--- src/design/btac_consts.svh ---
// Offsets, field positions, reset values and widths of the transfer address controller.
`ifndef BTAC_CONSTS_SVH
`define BTAC_CONSTS_SVH

// ------------------------------------------------------------
// Register byte offsets on the Avalon-MM slave
// ------------------------------------------------------------
`define BTAC_OFS_CONTROL 4'h0
`define BTAC_OFS_INITIAL 4'h4
`define BTAC_OFS_FINAL 4'h8
`define BTAC_OFS_KEY 4'hc

// Status sits at byte 0x10, so the offset field is five bits wide.
`define BTAC_OFS_STATUS 5'h10
`define BTAC_AVS_ADDR_W 5

// ------------------------------------------------------------
// Control register bits (write one to issue the instruction)
// ------------------------------------------------------------
`define BTAC_CTL_ACTIVATE 0
`define BTAC_CTL_INITIALIZE 1
`define BTAC_CTL_KEY_ENABLE 2

// ------------------------------------------------------------
// Status register bits
// ------------------------------------------------------------
`define BTAC_ST_BUSY 0
`define BTAC_ST_ABNORMAL 1
`define BTAC_ST_MAP_ERROR 2
`define BTAC_ST_KEY_ENABLE 3
`define BTAC_ST_COMPLETE 4
`define BTAC_ST_EQUAL 5

// ------------------------------------------------------------
// Widths and reset values
// ------------------------------------------------------------
`define BTAC_ADDR_W 16
`define BTAC_KEY_W 4
`define BTAC_SYNC_W 11
`define BTAC_SYNC_RESET 11'h7ff

// Bit positions inside the synchroniser vector.
`define BTAC_SY_WORD_READY 0
`define BTAC_SY_FUNC_READY 1
`define BTAC_SY_PROC_ACK_N 2
`define BTAC_SY_LOAD_INIT_N 3
`define BTAC_SY_LOAD_FINAL 4
`define BTAC_SY_SYS_RESET 5
`define BTAC_SY_MAP_ERR_N 6
`define BTAC_SY_CONNECTED_N 7
`define BTAC_SY_DIRECTION 8
`define BTAC_SY_REQUEST_N 9
`define BTAC_SY_DEACT_N 10

`endif

--- src/design/btac_pkg.sv ---
// Types shared by the transfer address controller.
package btac_pkg;

	// ------------------------------------------------------------
	// Sequence control states
	// ------------------------------------------------------------
	typedef enum logic [6:0] {
		ST_IDLE = 7'h01,
		ST_ARMED = 7'h02,
		ST_CONNECTED = 7'h04,
		ST_TRAP = 7'h08,
		ST_ADDRESS = 7'h10,
		ST_DATA = 7'h20,
		ST_STOPPING = 7'h40
	} seq_state_t;

endpackage : btac_pkg

--- src/design/block_transfer_address_controller.sv ---
// Address and sequence controller for block transfers between a peripheral and memory.
// Summary of operation
// - Initial register holds first address, incremented once per word moved.
// - Final register holds last address; equality with initial marks completion.
// - Key-load enable steers next final load into key register, then clears.
// - Only addresses and control are generated; data never passes through.
// - Selected sense answers low when the device is not busy.
// - Initialize instruction clears control state back to idle.
// - Word-ready rising loads initial or final register per load strobes.
// - Activate drives connect-enable low toward all peripheral controllers.
// - Controller-connected low makes the device raise connect-enable again.
// - Transfer-request low drives trap-in or trap-out low per direction.
// - Processor acknowledge low drives transfer-acknowledge low.
// - Address phase raises the output gate with initial address and key.
// - Function-ready rising ends address phase and increments initial register.
// - Transfer-acknowledge stays low until processor acknowledge returns high.
// - Equality drives device-stop low; connected high returns to not busy.
// - Deactivate low forces device-stop; connected high returns to not busy.
// - After abnormal stop the initial register holds last address plus one.
// - Map error low during an operation stops like an abnormal stop.
// - System reset input produces the same initialize as the instruction.
// - Completion of a block raises an interrupt request toward the processor.
//
// The register addresses and register access over Avalon-MM were decided locally.
`include "btac_consts.svh"

module block_transfer_address_controller
	import btac_pkg::*;
#(
	parameter int ADDR_W = `BTAC_ADDR_W,
	parameter int KEY_W = `BTAC_KEY_W
) (
	// Clock and reset
	input wire logic ref_clk,
	input wire logic nrst,
	// Avalon-MM slave
	input wire logic [`BTAC_AVS_ADDR_W-1:0] avs_address,
	input wire logic avs_read,
	input wire logic avs_write,
	input wire logic [31:0] avs_writedata,
	output logic [31:0] avs_readdata,
	output logic avs_waitrequest,
	// Processor I/O bus
	input wire logic [ADDR_W-1:0] busWordIn,
	input wire logic wordReadyStrobe,
	input wire logic functionReadyStrobe,
	input wire logic processorAcknowledgeN,
	input wire logic loadInitialStrobeN,
	input wire logic loadFinalStrobe,
	input wire logic senseSelect,
	input wire logic systemResetInput,
	input wire logic mapErrorStopInputN,
	output logic [ADDR_W-1:0] busAddressOut,
	output logic [KEY_W-1:0] keyBitOutputs,
	output logic addressOutputGate,
	output logic senseResponseLineN,
	output logic trapInRequestN,
	output logic trapOutRequestN,
	output logic incrementEnable,
	output logic registersEqual,
	output logic completionInterruptRequest,
	// Peripheral controller cable
	input wire logic controllerConnectedN,
	input wire logic transferDirection,
	input wire logic transferRequestN,
	input wire logic controllerDeactivateN,
	output logic connectEnableN,
	output logic transferAcknowledgeN,
	output logic deviceStopN
);

	// ------------------------------------------------------------
	// Input synchronisers
	// ------------------------------------------------------------
	// The bus strobes come from another board, so they pass two flops and
	// edges are taken between the second and third stage only.
	logic [`BTAC_SYNC_W-1:0] syncMeta;
	logic [`BTAC_SYNC_W-1:0] syncIn;
	logic [`BTAC_SYNC_W-1:0] syncPrev;
	wire [`BTAC_SYNC_W-1:0] rawIn = {controllerDeactivateN, transferRequestN,
		transferDirection, controllerConnectedN, mapErrorStopInputN,
		systemResetInput, loadFinalStrobe, loadInitialStrobeN,
		processorAcknowledgeN, functionReadyStrobe, wordReadyStrobe};

	always_ff @(posedge ref_clk) begin
		if (!nrst) begin
			syncMeta <= `BTAC_SYNC_RESET;
			syncIn <= `BTAC_SYNC_RESET;
			syncPrev <= `BTAC_SYNC_RESET;
		end else begin
			syncMeta <= rawIn;
			syncIn <= syncMeta;
			syncPrev <= syncIn;
		end
	end

	wire [`BTAC_SYNC_W-1:0] riseIn = syncIn & ~syncPrev;
	wire wordReadyRise = riseIn[`BTAC_SY_WORD_READY];
	wire funcReadyRise = riseIn[`BTAC_SY_FUNC_READY];
	wire sysResetRise = riseIn[`BTAC_SY_SYS_RESET];
	wire ackLow = !syncIn[`BTAC_SY_PROC_ACK_N];
	wire connectedLow = !syncIn[`BTAC_SY_CONNECTED_N];
	wire requestLow = !syncIn[`BTAC_SY_REQUEST_N];
	wire intoMemory = syncIn[`BTAC_SY_DIRECTION];

	// ------------------------------------------------------------
	// Avalon-MM slave decode
	// ------------------------------------------------------------
	// Every access is answered at the second edge: waitrequest is high in
	// the first cycle, which keeps the read path fully registered.
	logic avsDone;
	wire avsAccess = avs_read | avs_write;
	wire avsTake = avsAccess & avsDone;
	wire ctlHit = avs_address == {1'b0, `BTAC_OFS_CONTROL};
	wire ctlWrite = avsTake & avs_write & ctlHit;
	wire cmdActivate = ctlWrite & avs_writedata[`BTAC_CTL_ACTIVATE];
	wire cmdKeyEnable = ctlWrite & avs_writedata[`BTAC_CTL_KEY_ENABLE];
	wire cmdInitialize = (ctlWrite & avs_writedata[`BTAC_CTL_INITIALIZE]) | sysResetRise;

	assign avs_waitrequest = avsAccess & ~avsDone;

	// ------------------------------------------------------------
	// Registers
	// ------------------------------------------------------------
	seq_state_t state;
	seq_state_t next_state;
	logic [ADDR_W-1:0] initialAddr;
	logic [ADDR_W-1:0] finalAddr;
	logic [KEY_W-1:0] keyBits;
	logic keyEnable;
	logic lastWord;
	logic stopPending;
	logic abnormalStop;
	logic mapError;
	logic complete;

	wire active = state != ST_IDLE;
	wire deactivateReq = active & !syncIn[`BTAC_SY_DEACT_N];
	wire mapErrReq = active & !syncIn[`BTAC_SY_MAP_ERR_N];
	wire loadInitial = wordReadyRise & !syncIn[`BTAC_SY_LOAD_INIT_N];
	wire loadFinal = wordReadyRise & syncIn[`BTAC_SY_LOAD_FINAL];
	wire wordEnd = state == ST_DATA && !ackLow;
	wire stopDone = state == ST_STOPPING && !connectedLow;

	function automatic logic [31:0] widen(input logic [ADDR_W-1:0] v);
		widen = 32'(v);
	endfunction : widen

	// Unmapped offsets read as zero. The address registers are read-only here
	// because they are loaded from the processor bus pins alone.
	wire [31:0] statusWord = {26'h0, registersEqual, complete, keyEnable, mapError,
		abnormalStop, active};
	wire [31:0] readMux =
		(avs_address == {1'b0, `BTAC_OFS_INITIAL}) ? widen(initialAddr) :
		(avs_address == {1'b0, `BTAC_OFS_FINAL}) ? widen(finalAddr) :
		(avs_address == {1'b0, `BTAC_OFS_KEY}) ? 32'(keyBits) :
		(avs_address == `BTAC_OFS_STATUS) ? statusWord : 32'h0;

	always_ff @(posedge ref_clk) begin
		if (!nrst) begin
			avsDone <= 1'b0;
			avs_readdata <= 32'h0;
		end else begin
			avsDone <= avsAccess & ~avsDone;
			if (avsAccess & ~avsDone & avs_read) begin
				avs_readdata <= readMux;
			end
		end
	end

	// ------------------------------------------------------------
	// Address and key registers
	// ------------------------------------------------------------
	always_ff @(posedge ref_clk) begin
		if (!nrst) begin
			initialAddr <= '0;
			finalAddr <= '0;
			keyBits <= '0;
			keyEnable <= 1'b0;
		end else begin
			if (state == ST_ADDRESS && funcReadyRise) begin
				initialAddr <= initialAddr + 1'b1;
			end else if (loadInitial) begin
				initialAddr <= busWordIn;
			end
			if (loadFinal && keyEnable) begin
				keyBits <= busWordIn[KEY_W-1:0];
			end else if (loadFinal) begin
				finalAddr <= busWordIn;
			end
			// An enable instruction in the same cycle as a final load wins, so
			// the steer request is never lost.
			if (cmdKeyEnable) begin
				keyEnable <= 1'b1;
			end else if (loadFinal || cmdInitialize) begin
				keyEnable <= 1'b0;
			end
		end
	end

	// ------------------------------------------------------------
	// Sequence control
	// ------------------------------------------------------------
	always_comb begin
		next_state = state;
		unique case (state)
			ST_IDLE: begin
				if (cmdActivate) begin
					next_state = ST_ARMED;
				end
			end
			ST_ARMED: begin
				if (connectedLow) begin
					next_state = ST_CONNECTED;
				end
			end
			ST_CONNECTED: begin
				if (stopPending || deactivateReq || mapErrReq) begin
					next_state = ST_STOPPING;
				end else if (requestLow) begin
					next_state = ST_TRAP;
				end
			end
			ST_TRAP: begin
				if (ackLow) begin
					next_state = ST_ADDRESS;
				end
			end
			ST_ADDRESS: begin
				if (funcReadyRise) begin
					next_state = ST_DATA;
				end
			end
			ST_DATA: begin
				if (!ackLow) begin
					next_state = (lastWord || stopPending) ? ST_STOPPING : ST_CONNECTED;
				end
			end
			ST_STOPPING: begin
				if (!connectedLow) begin
					next_state = ST_IDLE;
				end
			end
		endcase
	end

	// Initialize overrides every transition, a stop in progress included.
	always_ff @(posedge ref_clk) begin
		if (!nrst) begin
			state <= ST_IDLE;
		end else if (cmdInitialize) begin
			state <= ST_IDLE;
		end else begin
			state <= next_state;
		end
	end

	// A stop that arrives mid-word is held until the word ends, so the
	// processor and memory cycle is never cut short.
	always_ff @(posedge ref_clk) begin
		if (!nrst) begin
			lastWord <= 1'b0;
			stopPending <= 1'b0;
			abnormalStop <= 1'b0;
			mapError <= 1'b0;
			complete <= 1'b0;
			incrementEnable <= 1'b0;
		end else begin
			incrementEnable <= state == ST_ADDRESS && funcReadyRise;
			// The equal flag stays up after a finished block so software can
			// still read it; the next activate drops it before any word compares.
			if (state == ST_ADDRESS && funcReadyRise) begin
				lastWord <= initialAddr == finalAddr;
			end else if (cmdInitialize || cmdActivate) begin
				lastWord <= 1'b0;
			end
			// A stop input still held low while the device winds down keeps the
			// pending flag set past idle, so a new activate clears it as well.
			if (deactivateReq || mapErrReq) begin
				stopPending <= 1'b1;
			end else if (cmdInitialize || cmdActivate || stopDone) begin
				stopPending <= 1'b0;
			end
			if (deactivateReq) begin
				abnormalStop <= 1'b1;
			end else if (cmdInitialize || cmdActivate) begin
				abnormalStop <= 1'b0;
			end
			if (mapErrReq) begin
				mapError <= 1'b1;
			end else if (cmdInitialize || cmdActivate) begin
				mapError <= 1'b0;
			end
			if (stopDone && lastWord && !stopPending) begin
				complete <= 1'b1;
			end else if (cmdInitialize || cmdActivate) begin
				complete <= 1'b0;
			end
		end
	end

	// ------------------------------------------------------------
	// Output decode
	// ------------------------------------------------------------
	// Only the address and key leave on the bus; the data word itself runs
	// straight between peripheral and memory and is never sampled here.
	assign busAddressOut = initialAddr;
	assign keyBitOutputs = keyBits;
	assign addressOutputGate = state == ST_ADDRESS;
	// Connect-enable is low only while armed, so a second controller can never
	// be selected once the first one has answered.
	assign connectEnableN = state != ST_ARMED;
	assign trapInRequestN = !(state == ST_TRAP && intoMemory);
	assign trapOutRequestN = !(state == ST_TRAP && !intoMemory);
	assign transferAcknowledgeN = !(state == ST_ADDRESS || state == ST_DATA);
	assign deviceStopN = state != ST_STOPPING;
	assign senseResponseLineN = !(senseSelect && state == ST_IDLE);
	assign registersEqual = lastWord;
	assign completionInterruptRequest = complete;
endmodule : block_transfer_address_controller

--- config.mk ---
export PLATFORM = sky130hd
export DESIGN_NAME = block_transfer_address_controller
export DESIGN_NICKNAME = d
export VERILOG_FILES = /design/src/design/btac_pkg.sv /design/src/design/block_transfer_address_controller.sv
export VERILOG_INCLUDE_DIRS = /design/src /design/src/design
export SDC_FILE = /design/constraint.sdc
export NUM_CORES = 1
export LEC_CHECK = 0
export BUFFER_PORTS_ARGS = -buffer_cell sky130_fd_sc_hd__buf_2
export CORE_UTILIZATION = 55
export CTS_CLUSTER_DIAMETER = 30
export DETAILED_ROUTE_END_ITERATION = 7
export PLACE_DENSITY = 0.85
export SLEW_MARGIN = 20
export SYNTH_ARGS = -nofsm -noshare
export SYNTH_HDL_FRONTEND = slang
export SYNTH_SLANG_ARGS = --single-unit
export TNS_END_PERCENT = 50
--- constraint.sdc ---
create_clock -name ref_clk -period 5.6 [get_ports ref_clk]
set_input_delay 0 -clock ref_clk [delete_from_list [all_inputs] [get_ports ref_clk]]
set_output_delay 0 -clock ref_clk [all_outputs]
set_load 0.01 [all_outputs]
==> impl_metrics.yaml, run 1 <==
status:
  status: "completed"
logic_synthesis:
  ys_seq_elements: 92
  synth_edf_count: 0
  synthCells: 514
  ys_types: 56
  syn_area_per_cell_sq_um: 8.22
  synth_top_area_share_pct: 43.6
  mappedNetlistArea_sq_um: 4230
  synthArstFlopShare_pct: 0
  synth_area_leaders: "dfxtp_1, a21oi_1, nand2_1, nand2b_1, nor2_1"
  synth_top_cell_by_area: "dfxtp_1"
  ys_seq_area_share_pct: 43.6
  ys.flop_type: "dfxtp_1"
  yosysWarnings: 0
clock_tree:
  cts_hold_buf: 31
  clock_latency_ns: 0.36
  cts_resized: 0
  clkTransAtPathRegs_ns: 0.09
  cts_made_buffers: 9
  root_buffer: "clkbuf_8"
  post_cts_buffers: 0
  htreeDepth: 3
  clockBufferDepth: 2
  cts_tree: "yes"
  cts_num_sinks: 92
sta:
  setup_violations: 0
  fin_skew_ns: 0.0119
  hold_violations: 0
  fmax_ghz: 0.425
  finalCriticalPeriod_ns: 2.36
  rsz0062_at_grt: "false"
  timing.setup.tns_ns: 0
  finalCritPeriodShare_pct: 42.1
  worst_pin_slew_ns: 1.08
  holdWs_ns: 0.0175
  slew_viol_final: 0
  slew-limit-headroom_pct: 27.9
min_path:
  hp-start: "avs_address[4]"
  hp-class: "primary input to flip-flop"
  hold_path_end: "keyEnable"
  holdPathStages: 4
critical_path:
  path_delay_family: "simple AND/OR/NAND/NOR gates"
  crit_arrival_ns: 2.60
  rr_endpoint: "busAddressOut[4]"
  cp-start-kind: "flip-flop"
  slowest_delay_ns: 0.58
  reg2reg_depth: 5
  worstSetupPathType: "flip-flop to flip-flop"
  worst_path_max_delay_cell: "and3_1"
  path_cells: "nor3_1, and3_1, nor2_1, a221oi_1, nor2_1"
  path_max_fanout: 12
  crit_top_cell: "nor2_1"
  cp_num_buf_inv: 0
  r2r_start: "state[0]"
  rrSetupSlack_ns: 3.24
  worstSetupEndpointType: "flip-flop"
  cp.required_ns: 5.84
routing:
  wl_per_cell_microns: 15.4
  drt_first_pass_iters: 6
  drc_errors: 0
  drt_iter0_drc: 362
  vias_per_cell: 5.74
  ant_nets: 0
  vias: 4101
  routed_wl_mm: 11.0
placement:
  place_hpwl_mm: 7.66
  gp_congestion: 0.842
  io_buffers: 86
floorplanning:
  pin_count: 132
  core-area_sq_um: 7330
  start_util_pct: 57.7
  dieArea_sq_um: 8040
  rows: 31
  die-height_microns: 89.7
  die-width_microns: 89.7
cells_and_area:
  area.growth.synth_to_final_pct: 21.1
  final_nets: 680
  n_antenna_cell: 0
  drive_gt1_share_pct: 19.0
global_route:
  overflow: 0
  antenna_found_initial: 0
  grt_pass1_vias: 3600
  grt_max_degree: 36
  grt_usage_pct: 28.7
  grt_pass1_wl_mm: 17.5
power:
  internal-power_w: 0.000973
  p_switching_w: 0.000372
  p_sw_share_pct: 27.7
  pwr-share-seq_pct: 52.4
  p_clk_share_pct: 33.6
  pwr-share-comb_pct: 14.0
  leakagePower_nw: 2.02
  power-per-cell-area_nw_per_um2: 263
  peakVddDrop_uv: 151
run:
  drv_cap: 0
-- worst min-delay path, delay by kind of cell --
family,cells,cell delay (ns)
AOI/OAI and AO/OA,1,0.07
and+or+nand+nor,2,0.13
buffers and inverters,1,0.12
-- stage by stage --
stage / std cells / instance area (sq um) / setup WS (ns) / util [%] / total power [W]
4_1_cts: 714 / 5120 / 3.28 / 69.8 / 0.00135
3_5_place_dp: 667 / 4610 / 3.30 / 62.9 / 0.000890
5_1_grt: 714 / 5120 / 3.02 / 69.8 / 0.00141
6_report: 714 / 5120 / 3.24 / 69.8 / 0.00135
2_1_floorplan: 529 / 4280 / 3.57 / - / 0.000841
3_3_place_gp: 667 / 4610 / 3.34 / 62.9 / 0.000885
-- per-layer routing --
metal	share of wire [%]	track usage [%]
met1	45	41.5
met2	45	43.6
met3	8.6	4.39
met4	1.6	10.1
met5	0	0
-- Yosys cell counts, types with 3 or more instances --
| library cell | instances |
|---|---|
| nand2_1 | 55 |
| o21ai_0 | 17 |
| or2_2 | 3 |
| nor2_1 | 46 |
| o211ai_1 | 3 |
| a21oi_1 | 52 |
| and3_1 | 3 |
| nor2b_1 | 4 |
| mux2i_1 | 4 |
| xnor2_1 | 16 |
| nand3_1 | 16 |
| nor3_1 | 14 |
| nor3b_1 | 5 |
| inv_1 | 8 |
| a22oi_1 | 16 |
| a221oi_1 | 5 |
| dfxtp_1 | 92 |
| clkbuf_1 | 32 |
| and2_1 | 6 |
| nor4_1 | 5 |
| buf_4 | 16 |
| a211oi_1 | 11 |
| a31oi_1 | 4 |
| nand2b_1 | 32 |
| nand4_1 | 11 |
-- power by group through the flow --
| stage | Sequential [W] | Clock (W) | Combinational, W |
|---|---|---|---|
| 2_1_floorplan | 0.000714 | 0 | 0.000127 |
| 3_3_place_gp | 0.000719 | 0 | 0.000166 |
| 3_5_place_dp | 0.000720 | 0 | 0.000170 |
| 4_1_cts | 0.000705 | 0.000457 | 0.000187 |
| 5_1_grt | 0.000710 | 0.000488 | 0.000211 |
| 6_report | 0.000705 | 0.000451 | 0.000189 |
-- cell usage in the layout, fill, tap and decap left out, drive strengths merged, types with 17 or more instances in the layout --
cell	Yosys	final
dfxtp	92	92
o21ai	17	17
a21oi	53	53
dlygate4sd3	0	31
nand2	55	55
buf	17	88
nor2	46	46
nand2b	32	32
-- cells by family after synthesis --
family	after synthesis	share of synthesized area, %
multiplexers	4	0.947
other	1	0.0887
AND/OR/NAND/NOR	217	26.6
flip-flops	92	43.6
buffers and inverters	58	6.60
XOR/XNOR	18	3.73
AO/OA/AOI/OAI	123	18.1
adder cells (fa/ha/maj)	1	0.296
-- layout make-up --
class,instances,area (sq um)
clock inverter,7,73.8
tap,99,124
clock buffer,9,124
inverter,9,33.8
fill,599,2210
sequential,92,1840
multi-input combinational,379,2160
timing repair buffer,119,756
-- worst max path at each step --
stage                         from          endpoint  slack (ns)  cells after the start
after floorplan           state[1]          state[1]        3.57                      7
after global placement    state[4]  busAddressOut[9]        3.34                      5
after detailed placement  state[4]  busAddressOut[9]        3.30                      5
after CTS                 state[4]  busAddressOut[9]        3.28                      5
after global routing      state[0]  busAddressOut[4]        3.02                      5
final                     state[0]  busAddressOut[4]        3.24                      5
-- sequential cells by signal (all words and copies together), names as in the netlist --
| name | cells |
|---|---|
| finalAddr | 16 |
| syncIn | 11 |
| stopPending | 1 |
| avs_readdata | 16 |
| busAddressOut | 16 |
| keyBitOutputs | 4 |
| mapError | 1 |
| keyEnable | 1 |
| completionInterruptRequest | 1 |
| syncPrev | 3 |
| abnormalStop | 1 |
| incrementEnable | 1 |
| state | 7 |
| syncMeta | 11 |
| registersEqual | 1 |
| avsDone | 1 |
Power figures use the tool's default switching activity.
==> inputs of run 2 (changes only) <==
--- a/config.mk
+++ b/config.mk
@@ -7,10 +7,10 @@
 export NUM_CORES = 1
 export LEC_CHECK = 0
 export BUFFER_PORTS_ARGS = -buffer_cell sky130_fd_sc_hd__buf_2
-export CORE_UTILIZATION = 55
+export CORE_UTILIZATION = 46
 export CTS_CLUSTER_DIAMETER = 30
 export DETAILED_ROUTE_END_ITERATION = 7
-export PLACE_DENSITY = 0.85
+export PLACE_DENSITY = 0.76
 export SLEW_MARGIN = 20
 export SYNTH_ARGS = -nofsm -noshare
 export SYNTH_HDL_FRONTEND = slang
==> constraint.sdc (replaced) <==
create_clock -name ref_clk -period 2 [get_ports ref_clk]
set_input_delay 0 -clock ref_clk [delete_from_list [all_inputs] [get_ports ref_clk]]
set_output_delay 0 -clock ref_clk [all_outputs]
set_load 0.01 [all_outputs]
==> impl_metrics.yaml, run 2 (synthesis gave the netlist of run 1 again) <==
clock_tree:
  cts_num_sinks: 92
  root_buffer: "clkbuf_8"
  cts_tree: "yes"
  cts_made_buffers: 9
  htreeDepth: 3
  clock_latency_ns: 0.36
  clkTransAtPathRegs_ns: 0.09
  clockBufferDepth: 2
critical_path:
  crit_arrival_ns: 2.28
  worstSetupPathType: "flip-flop to flip-flop"
  path_cells: "and3b_1, o211ai_1, nand3_1, buf_4, or2_2, or3b_2, a21oi_1"
  startpoint: "state[3]"
  crit_path_end: "completionInterruptRequest"
  cp.required_ns: 2.29
  worstSetupEndpointType: "flip-flop"
  rrSetupSlack_ns: 0.009
  slowest_delay_ns: 0.47
  r2r_start: "state[3]"
  path_max_fanout: 8
  reg2reg_depth: 7
  rr_endpoint: "completionInterruptRequest"
  cp-start-kind: "flip-flop"
  worst_path_max_delay_cell: "or3b_2"
power:
  p_total_w: 0.00393
  pwr-share-seq_pct: 49.9
  pwr-share-comb_pct: 18.0
  power-per-cell-area_nw_per_um2: 712
  p_switching_w: 0.00109
  leakagePower_nw: 2.26
  p_clk_share_pct: 32.2
  peakVddDrop_uv: 473
  internal-power_w: 0.00284
  p_sw_share_pct: 27.7
global_route:
  grt_pass1_wl_mm: 19.8
  overflow: 0
  grt_usage_pct: 26.1
  grt_pass1_vias: 3928
  grt_max_degree: 53
  antenna_found_initial: 0
sta:
  holdWs_ns: 0.112
  worst_pin_slew_ns: 0.571
  finalCriticalPeriod_ns: 1.99
  finalCritPeriodShare_pct: 99.6
  hold_violations: 0
  timing.setup.tns_ns: 0
  final.setup.worst_slack_ns: 0.00869
  slew_viol_final: 0
  fmax_ghz: 0.502
  fin_skew_ns: 0.0121
  rsz0062_at_grt: "true"
  setup_violations: 0
  slew-limit-headroom_pct: 61.9
cells_and_area:
  nFillCells: 769
  multi_input_area_sq_um: 2210
  n_antenna_cell: 0
  final_nets: 723
  area.growth.synth_to_final_pct: 30.7
  fin_cells: 766
  regArea_sq_um: 1860
  mostFrequentLayoutCells: "dfxtp_1, buf_2, nand2_1"
  drive_gt1_share_pct: 26.1
routing:
  vias: 4221
  routed_wl_mm: 12.3
  wl_per_cell_microns: 16.0
  drc_errors: 20
  ant_nets: 0
  drt_first_pass_iters: 8
  vias_per_cell: 5.51
  drt_iter0_drc: 304
floorplanning:
  start_util_pct: 48.0
  pin_count: 132
  die-height_microns: 97.9
  rows: 34
  die-width_microns: 97.9
  core-area_sq_um: 8810
  dieArea_sq_um: 9580
status:
  violations: "design-rule violations"
  status: "complete, but fails checks"
run:
  drv_cap: 0
placement:
  place_hpwl_mm: 8.59
  gp_congestion: 0.928
  io_buffers: 86
  place_worst_setup_slack_ns: -0.148
  dp_cells: 717
min_path:
  hp-class: "primary input to flip-flop"
[run 2: cell types whose count changed in the layout (fill, tap and decap cells not counted), moves of 2 or more]
cell,before,now
buf_4,2,43
nor4b_1,2,0
dfxtp_4,0,3
clkinv_2,2,0
dfxtp_1,92,86
dfxtp_2,0,3
[run 2: stage by stage]
step           area, sq um  utilization [%]
2_1_floorplan         4290                -
3_5_place_dp          4930             56.0
3_3_place_gp          4930             56.0
4_1_cts               5480             62.2
5_1_grt               5520             62.7
6_report              5520             62.7
[run 2: cell type report]
type,count,area share (%)
Multi-Input combinational cell,379,40.1
Clock inverter,6,1.29
Tap cell,108,2.45
Sequential cell,92,33.6
Clock buffer,10,2.31
Inverter,9,0.612
Timing Repair Buffer,162,19.6
[run 2: critical path, delay by kind of cell, from the launching register on]
| kind | cells | cell delay, ns |
|---|---|---|
| and+or+nand+nor | 4 | 1.07 |
| DFF | 1 | 0.39 |
| AOI/OAI and AO/OA | 2 | 0.30 |
| buffers and inverters | 1 | 0.16 |
[run 2: worst min-delay path by stage]
stage | from | endpoint | cells after the start
after floorplan | senseSelect | senseResponseLineN | 1
after global placement | mapErrorStopInputN | syncMeta[6] | 2
after detailed placement | transferDirection | syncMeta[8] | 2
after CTS | avs_writedata[0] | state[0] | 5
after global routing | avs_writedata[0] | state[0] | 5
final | avs_writedata[0] | state[0] | 5
[run 2: power groups by stage]
stage	clock network [W]	registers [W]	logic, W
2_1_floorplan	0	0.00200	0.000359
3_3_place_gp	0	0.00199	0.000590
3_5_place_dp	0	0.00200	0.000589
4_1_cts	0.00128	0.00196	0.000650
5_1_grt	0.00138	0.00197	0.000774
6_report	0.00127	0.00196	0.000706
[run 2: layer usage]
| layer | wire length (microns) | track usage [%] | vias to the layer above |
|---|---|---|---|
| met4 | 295 | 9.67 | 0 |
| met1 | 5590 | 36.7 | 1927 |
| li1 | - | - | 2062 |
| met2 | 5330 | 39.3 | 203 |
| met3 | 1050 | 5.51 | 29 |
| met5 | 0 | 0 | - |
[run 2: what timing repair did]
item                       4_1_cts  5_1_grt
hold buffers                    32        0
pin swaps                        0        3
buffers inserted                 0        1
gates resized for setup          9       11
setup endpoints to repair       16       17
hold endpoints to repair        50        0
